<file path="src/design/nsld_pkg.sv">
package nsld_pkg;

  // ------------------------------------------------------------
  // protocol selection and indicator codes
  // ------------------------------------------------------------
  typedef enum logic [1:0] {
    NSLD_PROTO_EIP  = 2'h0,
    NSLD_PROTO_MTCP = 2'h1,
    NSLD_PROTO_PNET = 2'h2
  } nsld_proto_t;

  typedef struct packed {
    logic red;
    logic green;
  } nsld_led_t;

  typedef struct packed {
    logic [2:0] conn_count;
    logic       eth_link;
    logic       cip_open;
    logic       dup_ip;
    logic       name_mismatch;
    logic       ioc_conn;
    logic       ioc_run;
    logic       selftest;
  } nsld_stat_t;

  // ------------------------------------------------------------
  // timing
  // ------------------------------------------------------------
  localparam int NSLD_CLK_HZ       = 10_000_000;
  localparam int NSLD_FLASH_MS     = 250;
  localparam int NSLD_PAUSE_MS     = 2000;
  localparam int NSLD_FLASH_CYC    = NSLD_CLK_HZ / 1000 * NSLD_FLASH_MS;
  localparam int NSLD_PAUSE_CYC    = NSLD_CLK_HZ / 1000 * NSLD_PAUSE_MS;
  localparam int NSLD_CNT_W        = 26;
  localparam logic [2:0] NSLD_MAX_CONN = 3'h5;

endpackage

</file>
<file path="src/design/nsld_timer.sv">
`timescale 1ns/1ps
module nsld_timer
#(
  parameter int FLASH_CYC = nsld_pkg::NSLD_FLASH_CYC
)
(
  input  wire logic i_clk,
  input  wire logic i_nrst,
  input  wire logic i_en,
  output logic      o_tick
);

  logic [nsld_pkg::NSLD_CNT_W-1:0] cnt_r;
  localparam logic [nsld_pkg::NSLD_CNT_W-1:0] LAST =
    nsld_pkg::NSLD_CNT_W'(FLASH_CYC - 1);

  always_ff @(posedge i_clk or negedge i_nrst)
  begin
    if (!i_nrst)
      cnt_r <= '0;
    else if (i_en)
      cnt_r <= (cnt_r == LAST) ? '0 : cnt_r + 1'b1;
  end

  assign o_tick = i_en && (cnt_r == LAST);

endmodule

</file>
<file path="src/design/nsld_top.sv">
`timescale 1ns/1ps
module nsld_top
#(
  parameter int FLASH_CYC = nsld_pkg::NSLD_FLASH_CYC,
  parameter int PAUSE_CYC = nsld_pkg::NSLD_PAUSE_CYC
)
(
  input  wire logic                 i_clk,
  input  wire logic                 i_nrst,
  input  wire logic                 i_ce,
  input  wire nsld_pkg::nsld_proto_t i_proto,
  input  wire nsld_pkg::nsld_stat_t  i_stat,
  input  wire logic                 i_mod_green,
  input  wire logic                 i_timeout,
  input  wire logic                 i_cfg_change,
  output nsld_pkg::nsld_led_t       o_net_led,
  output logic                      o_mod_red_flash
);

  // ------------------------------------------------------------
  // flash time base
  // ------------------------------------------------------------
  logic tick;
  logic phase_r;

  nsld_timer #(.FLASH_CYC(FLASH_CYC)) u_timer
  (
    .i_clk  (i_clk),
    .i_nrst (i_nrst),
    .i_en   (i_ce),
    .o_tick (tick)
  );

  always_ff @(posedge i_clk or negedge i_nrst)
  begin
    if (!i_nrst)
      phase_r <= 1'b0;
    else if (tick)
      phase_r <= ~phase_r;
  end

  // ------------------------------------------------------------
  // sticky faults: config fault held until reset, timeout latch clears on cip open or loss of module green
  // ------------------------------------------------------------
  logic cfg_r;
  logic tmo_r;

  always_ff @(posedge i_clk or negedge i_nrst)
  begin
    if (!i_nrst)
      cfg_r <= 1'b0;
    else if (i_ce && i_cfg_change)
      cfg_r <= 1'b1;
  end

  // timeout latch clears once a cip connection comes back
  always_ff @(posedge i_clk or negedge i_nrst)
  begin
    if (!i_nrst)
      tmo_r <= 1'b0;
    else if (i_ce)
    begin
      if (i_timeout && i_mod_green)
        tmo_r <= 1'b1;
      else if (i_stat.cip_open || !i_mod_green)
        tmo_r <= 1'b0;
    end
  end

  // ------------------------------------------------------------
  // modbus flash groups
  // ------------------------------------------------------------
  typedef enum logic [1:0] {
    NSLD_GRP_IDLE,
    NSLD_GRP_FLASH,
    NSLD_GRP_PAUSE
  } nsld_grp_t;

  nsld_grp_t                        grp_r;
  logic [2:0]                       left_r;
  logic [nsld_pkg::NSLD_CNT_W-1:0]  pause_r;
  logic [2:0]                       conns;
  localparam logic [nsld_pkg::NSLD_CNT_W-1:0] PAUSE_LAST =
    nsld_pkg::NSLD_CNT_W'(PAUSE_CYC - 1);

  // clamp to the supported connection limit
  assign conns = (i_stat.conn_count > nsld_pkg::NSLD_MAX_CONN) ?
                 nsld_pkg::NSLD_MAX_CONN : i_stat.conn_count;

  always_ff @(posedge i_clk or negedge i_nrst)
  begin
    if (!i_nrst)
    begin
      grp_r   <= NSLD_GRP_IDLE;
      left_r  <= 3'h0;
      pause_r <= '0;
    end
    else if (i_ce)
    begin
      case (grp_r)
        NSLD_GRP_IDLE:
        begin
          pause_r <= '0;
          // start on an off phase edge so each flash is full width
          if (conns != 3'h0 && tick && phase_r)
          begin
            grp_r  <= NSLD_GRP_FLASH;
            left_r <= conns;
          end
        end
        NSLD_GRP_FLASH:
        begin
          if (conns == 3'h0)
            grp_r <= NSLD_GRP_IDLE;
          else if (tick && phase_r)
          begin
            if (left_r == 3'h1)
              grp_r <= NSLD_GRP_PAUSE;
            left_r <= left_r - 3'h1;
          end
        end
        NSLD_GRP_PAUSE:
        begin
          if (pause_r == PAUSE_LAST)
          begin
            pause_r <= '0;
            grp_r   <= NSLD_GRP_IDLE;
          end
          else
            pause_r <= pause_r + 1'b1;
        end
        default:
          grp_r <= NSLD_GRP_IDLE;
      endcase
    end
  end

  // ------------------------------------------------------------
  // pattern selection
  // ------------------------------------------------------------
  nsld_pkg::nsld_led_t led_nxt;
  nsld_pkg::nsld_led_t led_r;

  always_comb
  begin
    led_nxt = '0;
    if (i_stat.selftest)
    begin
      led_nxt.red   = phase_r;
      led_nxt.green = ~phase_r;
    end
    else if (cfg_r)
      led_nxt.red = phase_r;
    else
    begin
      case (i_proto)
        nsld_pkg::NSLD_PROTO_EIP:
        begin
          if (i_stat.dup_ip)
            led_nxt.red = 1'b1;
          else if (tmo_r)
            led_nxt.red = phase_r;
          else if (i_stat.eth_link && i_stat.cip_open)
            led_nxt.green = 1'b1;
          else if (i_stat.eth_link)
            led_nxt.green = phase_r;
        end
        nsld_pkg::NSLD_PROTO_MTCP:
          // off when idle, never steady green
          // gate on conns too: a group in flight must not outlive the last connection
          led_nxt.green = (grp_r == NSLD_GRP_FLASH) && phase_r
                          && (conns != 3'h0);
        nsld_pkg::NSLD_PROTO_PNET:
        begin
          if (i_stat.dup_ip || i_stat.name_mismatch || !i_stat.ioc_conn)
            led_nxt.green = 1'b0;
          else if (i_stat.ioc_run)
            led_nxt.green = 1'b1;
          else
            led_nxt.green = phase_r;
        end
        default:
          led_nxt = '0;
      endcase
    end
  end

  always_ff @(posedge i_clk or negedge i_nrst)
  begin
    if (!i_nrst)
      led_r <= '0;
    else if (i_ce)
      led_r <= led_nxt;
  end

  assign o_net_led       = led_r;
  assign o_mod_red_flash = cfg_r;

  // ------------------------------------------------------------
  // checks
  // ------------------------------------------------------------
  a_cfg_sticky: assert property (
    @(posedge i_clk) disable iff (!i_nrst)
    cfg_r |=> cfg_r) else $error("config fault cleared");

  a_cfg_no_green: assert property (
    @(posedge i_clk) disable iff (!i_nrst)
    (i_ce && cfg_r && !i_stat.selftest) |=> !o_net_led.green)
    else $error("green during config fault");

  a_cfg_flash: assert property (
    @(posedge i_clk) disable iff (!i_nrst)
    (i_ce && cfg_r && !i_stat.selftest) |=> o_net_led.red == $past(phase_r))
    else $error("config fault not flashing red");

  a_mod_red: assert property (
    @(posedge i_clk) disable iff (!i_nrst)
    (i_ce && i_cfg_change) |=> o_mod_red_flash)
    else $error("module red flash not raised");

  a_mtcp_off: assert property (
    @(posedge i_clk) disable iff (!i_nrst)
    (i_ce && i_proto == nsld_pkg::NSLD_PROTO_MTCP && conns == 3'h0
     && !cfg_r && !i_stat.selftest) |=> !o_net_led.green && !o_net_led.red)
    else $error("modbus led not off");

  a_grp_limit: assert property (
    @(posedge i_clk) disable iff (!i_nrst)
    left_r <= nsld_pkg::NSLD_MAX_CONN) else $error("group too long");

  a_grp_start: assert property (
    @(posedge i_clk) disable iff (!i_nrst)
    (i_ce && grp_r == NSLD_GRP_IDLE && conns != 3'h0 && tick && phase_r)
    |=> grp_r == NSLD_GRP_FLASH && left_r == $past(conns))
    else $error("flash group not started");

  a_mtcp_nosteady: assert property (
    @(posedge i_clk) disable iff (!i_nrst)
    (i_proto == nsld_pkg::NSLD_PROTO_MTCP && grp_r != NSLD_GRP_FLASH
     && !cfg_r && !i_stat.selftest && i_ce) |=> !o_net_led.green)
    else $error("modbus green outside flash");

  a_pause_idle: assert property (
    @(posedge i_clk) disable iff (!i_nrst)
    (i_ce && grp_r == NSLD_GRP_PAUSE && pause_r == PAUSE_LAST)
    |=> grp_r == NSLD_GRP_IDLE) else $error("pause not ended");

  a_eip_dup: assert property (
    @(posedge i_clk) disable iff (!i_nrst)
    (i_ce && i_proto == nsld_pkg::NSLD_PROTO_EIP && i_stat.dup_ip
     && !cfg_r && !i_stat.selftest) |=> o_net_led.red && !o_net_led.green)
    else $error("duplicate address not red");

  a_eip_cip: assert property (
    @(posedge i_clk) disable iff (!i_nrst)
    (i_ce && i_proto == nsld_pkg::NSLD_PROTO_EIP && !i_stat.dup_ip && !tmo_r
     && i_stat.eth_link && i_stat.cip_open && !cfg_r && !i_stat.selftest)
    |=> o_net_led.green) else $error("cip not steady green");

  a_eip_link: assert property (
    @(posedge i_clk) disable iff (!i_nrst)
    (i_ce && i_proto == nsld_pkg::NSLD_PROTO_EIP && !i_stat.dup_ip && !tmo_r
     && i_stat.eth_link && !i_stat.cip_open && !cfg_r && !i_stat.selftest)
    |=> o_net_led.green == $past(phase_r) && !o_net_led.red)
    else $error("link without cip not flashing green");

  a_eip_tmo: assert property (
    @(posedge i_clk) disable iff (!i_nrst)
    (i_ce && i_proto == nsld_pkg::NSLD_PROTO_EIP && !i_stat.dup_ip && tmo_r
     && !cfg_r && !i_stat.selftest)
    |=> o_net_led.red == $past(phase_r) && !o_net_led.green)
    else $error("timeout not flashing red");

  a_red_eip_only: assert property (
    @(posedge i_clk) disable iff (!i_nrst)
    (i_ce && i_proto != nsld_pkg::NSLD_PROTO_EIP && !cfg_r
     && !i_stat.selftest) |=> !o_net_led.red)
    else $error("red outside ethernet/ip");

  a_pnet_off: assert property (
    @(posedge i_clk) disable iff (!i_nrst)
    (i_ce && i_proto == nsld_pkg::NSLD_PROTO_PNET && !i_stat.ioc_conn
     && !cfg_r && !i_stat.selftest) |=> !o_net_led.green && !o_net_led.red)
    else $error("profinet not off");

  a_pnet_stop: assert property (
    @(posedge i_clk) disable iff (!i_nrst)
    (i_ce && i_proto == nsld_pkg::NSLD_PROTO_PNET && i_stat.ioc_conn
     && !i_stat.ioc_run && !i_stat.dup_ip && !i_stat.name_mismatch
     && !cfg_r && !i_stat.selftest)
    |=> o_net_led.green == $past(phase_r) && !o_net_led.red)
    else $error("profinet stop not flashing green");

  a_pnet_run: assert property (
    @(posedge i_clk) disable iff (!i_nrst)
    (i_ce && i_proto == nsld_pkg::NSLD_PROTO_PNET && i_stat.ioc_conn
     && i_stat.ioc_run && !i_stat.dup_ip && !i_stat.name_mismatch
     && !cfg_r && !i_stat.selftest) |=> o_net_led.green)
    else $error("profinet run not green");

  a_tmo_qual: assert property (
    @(posedge i_clk) disable iff (!i_nrst)
    (i_ce && !i_mod_green) |=> !tmo_r)
    else $error("timeout without module green");

  a_tmo_set: assert property (
    @(posedge i_clk) disable iff (!i_nrst)
    (i_ce && i_timeout && i_mod_green) |=> tmo_r)
    else $error("timeout not latched");

  a_ce_freeze: assert property (
    @(posedge i_clk) disable iff (!i_nrst)
    !i_ce |=> $stable(o_net_led) && $stable(grp_r) && $stable(phase_r))
    else $error("state moved while disabled");

endmodule

</file>
<file path="config.mk">
export PLATFORM = sky130hd
export DESIGN_NAME = nsld_top
export DESIGN_NICKNAME = d
export VERILOG_FILES = /design/src/design/nsld_pkg.sv /design/src/design/nsld_timer.sv /design/src/design/nsld_top.sv
export SDC_FILE = /design/constraint.sdc
export NUM_CORES = 1
export LEC_CHECK = 0
export BUFFER_PORTS_ARGS = -buffer_cell sky130_fd_sc_hd__buf_2
export CAP_MARGIN = 20
export CORE_ASPECT_RATIO = 0.6
export CORE_UTILIZATION = 40
export DETAILED_ROUTE_END_ITERATION = 10
export SLEW_MARGIN = 5
export SYNTH_ARGS = -nofsm -noshare
export SYNTH_HDL_FRONTEND = slang
export SYNTH_SLANG_ARGS = --single-unit
export TNS_END_PERCENT = 100
</file>
<file path="constraint.sdc">
create_clock -name i_clk -period 3.1 [get_ports i_clk]
set_clock_uncertainty 0.1 [all_clocks]
set_input_delay 0.31 -clock i_clk [delete_from_list [all_inputs] [get_ports i_clk]]
set_output_delay 0.31 -clock i_clk [all_outputs]
set_load 0.01 [all_outputs]
</file>
==> out/metrics.yaml <==
worst_hold_path:
  hp-class: "primary input to register"
  min_to: "o_mod_red_flash"
  min_from: "i_cfg_change"
  hold_depth: 2
routing:
  drt-pass1-iter-count: 4
  ant_nets: 0
  highest_layer: "met4"
  wl_met3_um: 382
  drc: 0
  wl_met2_mm: 2.747
  wl_per_cell_um: 14.72
  wl_met1_mm: 4.030
  post_drt_via_cell_ratio: 5.472
  drt-total-wl_mm: 7.243
  vias: 2692
  drt_iter0_markers: 207
setup_path:
  required_ps: 3180
  worstReg2RegEnd: "pause_r[11]"
  arrival_ps: 2480
  start_kind: "register"
  crit_fanout: 20
  r2r-start: "pause_r[0]"
  ff2ff_path_depth: 6
  cp-end-kind: "register"
  critPathKind: "register to register"
  r2r_slack_ps: 690
yosys:
  avgSynthCellArea_um2: 9.628
  synth-edff-count: 0
  ys_types: 58
  syn_inst: 354
  synthArstFlopShare: 1.000
  ys_warn_count: 0
  yosys-top-cells-area: "dfrtp_1 (46%), xor2_1 (5.7%), nor2_1 (5.2%)"
  ys_ff_latch: 62
  synth_area_leader_cell: "dfrtp_1"
  synthesis.area_um2: 3408
  yosysSeqAreaShare: 0.4552
  synth_top_area_frac: 0.4552
  syn-num-nets: 376
  synth.most_common_cell: "dfrtp_1"
  synth_common_cells: "dfrtp_1 (62), nor2_1 (47), nand2_1 (29)"
  yosys_most_used_dff: "dfrtp_1"
die:
  rows: 25
  die_h_um: 73.50
  pin_count: 21
  die_w_um: 121.2
  dieArea_um2: 8906
  coreArea_um2: 8070
  initial_core_util: 0.4223
clocking:
  cts_buffers: 9
  cts_sinks: 62
  clkSlewWorstSetupHoldPaths_ps: 50
  ctsResizeCount: 0
  hold_buffers: 1
  cts_tree: "built"
  worstSkewPairLatency_ps: 330
  clk_path_buf_depth: 2
  cts_root_buf: "clkbuf_16"
  cts_setup_buffers: 0
  htree_levels: 3
layout:
  multi_input_area_um2: 1749
  final_cells: 492
  register_area_um2: 1551
  syn_to_final_growth_pct: 14.24
  diodes: 0
  nFillCells: 771
  drive_above_1_share: 0.1380
  finalNetCount: 402
sta:
  rsz0062_at_grt: "false"
  worst-slew-pin-transition_ps: 799.2
  fin_hold_ws_ps: 88.38
  tns_ps: 0
  max_slew_margin: 0.4653
  fmax_mhz: 415.7
  final_hold_viol_count: 0
  finalSetupViolations: 0
  slew_viol_final: 0
  fin_crit_sh: 0.7761
  period_needed_ps: 2406
outcome:
  status: "finished, final reports clean"
grt:
  antenna_found_initial: 0
  grt.total_usage: 0.1817
  grt_pass1_wl_mm: 12.14
  grt.overflow.total: 0
  grt_max_degree: 25
  first_global_vias: 2378
pwr:
  power.share.switching: 0.2355
  p_int_mw: 1.474
  pwr-share-comb: 0.065
  power.total_mw: 1.928
  p_per_area_nw_per_um2: 495.3
  ir_drop_v: 0.0002094
  power_frac_clock: 0.469
  seqPwrFrac: 0.466
  power_leakage_nw: 1.626
  switching_power_mw: 0.4541
placement:
  gp_congestion: 0.8090
  dpl.hpwl_mm: 5.261
  io_buffers: 20
  placed_cells: 476
run:
  cap_violations: 0
through the flow:
stage	setup slack (ps)	utilization	cell area [um^2]
6_report	694.2	0.4825	3894
3_5_place_dp	669.7	0.4479	3615
2_1_floorplan	1224	-	3408
4_1_cts	662.8	0.4825	3894
3_3_place_gp	811.8	0.4479	3615
5_1_grt	446.8	0.4825	3894
area by class of cell:
| cell class | count | area share |
|---|---|---|
| clock buffers | 14 | 0.06780 |
| well taps | 108 | 0.03470 |
| flip-flops and latches | 62 | 0.3985 |
| inverters | 15 | 0.01446 |
| repair buffers | 24 | 0.03406 |
| multi-input cells | 268 | 0.4492 |
| clock inverters | 1 | 0.001285 |
cell usage in the layout (no fill, tap or decap), types with 3 or more instances in the layout:
| master | n |
|---|---|
| and4_1 | 3 |
| ha_1 | 4 |
| nor4b_1 | 5 |
| nand3_1 | 23 |
| o21ai_1 | 3 |
| buf_2 | 20 |
| nor2_1 | 47 |
| clkbuf_1 | 3 |
| and3_1 | 4 |
| xor2_1 | 22 |
| dfrtp_1 | 62 |
| buf_4 | 3 |
| nor3_1 | 8 |
| clkbuf_16 | 9 |
| nor2b_1 | 3 |
| mux2i_1 | 3 |
| nand2b_1 | 4 |
| a211oi_1 | 3 |
| xnor2_1 | 19 |
| nand4_1 | 14 |
| nor4_1 | 8 |
| a21oi_1 | 8 |
| nand4_2 | 3 |
| or3_1 | 4 |
| nand2_1 | 29 |
| inv_1 | 15 |
| o21ai_0 | 10 |
critical path, stage by stage, from the launching register on:
cell     delay [ps]
dfrtp_1         390
ha_1            190
nand3_1         190
or3_1           440
o21ai_2         220
and2b_1         600
nor2_1          120
sequential cells by signal (all words and copies together) (netlist names):
signal and count:
pause_r 26, u_timer.cnt_r 26, left_r 3, grp_r 2
o_net_led 2, o_mod_red_flash 1, phase_r 1, tmo_r 1
worst max-delay path by stage:
stage / slack (ps) / start / cells past startpoint / endpoint
2_1_floorplan: 1220 / u_timer.cnt_r[0] / 6 / left_r[1]
6_report: 690 / pause_r[0] / 6 / pause_r[11]
4_1_cts: 660 / pause_r[0] / 6 / pause_r[11]
3_5_place_dp: 670 / pause_r[0] / 6 / pause_r[8]
5_1_grt: 450 / pause_r[0] / 6 / pause_r[8]
3_3_place_gp: 810 / pause_r[0] / 6 / pause_r[5]
power by group through the flow:
stage	registers, mW	logic [mW]	clock network (mW)
CTS	0.897	0.127	0.926
global route	0.904	0.142	0.953
detailed placement	0.910	0.126	0
finish	0.898	0.125	0.905
floorplan	0.898	0.0773	0
global placement	0.909	0.123	0
logic make-up after synthesis:
group	count (synthesis)	share of synthesized area
flops	62	0.4552
simple gates	177	0.2999
xor+xnor	41	0.1054
compound gates	42	0.08113
mux	4	0.01211
buf+inv	24	0.03157
fa+ha+maj	4	0.01468
per-layer routing:
metal / GRT usage / vias up
li1: - / 1324
met3: 0.05202 / 11
met4: 0.07407 / 0
met5: 0 / -
met1: 0.2848 / 1297
met2: 0.2248 / 60
Power figures use the tool's default switching activity.
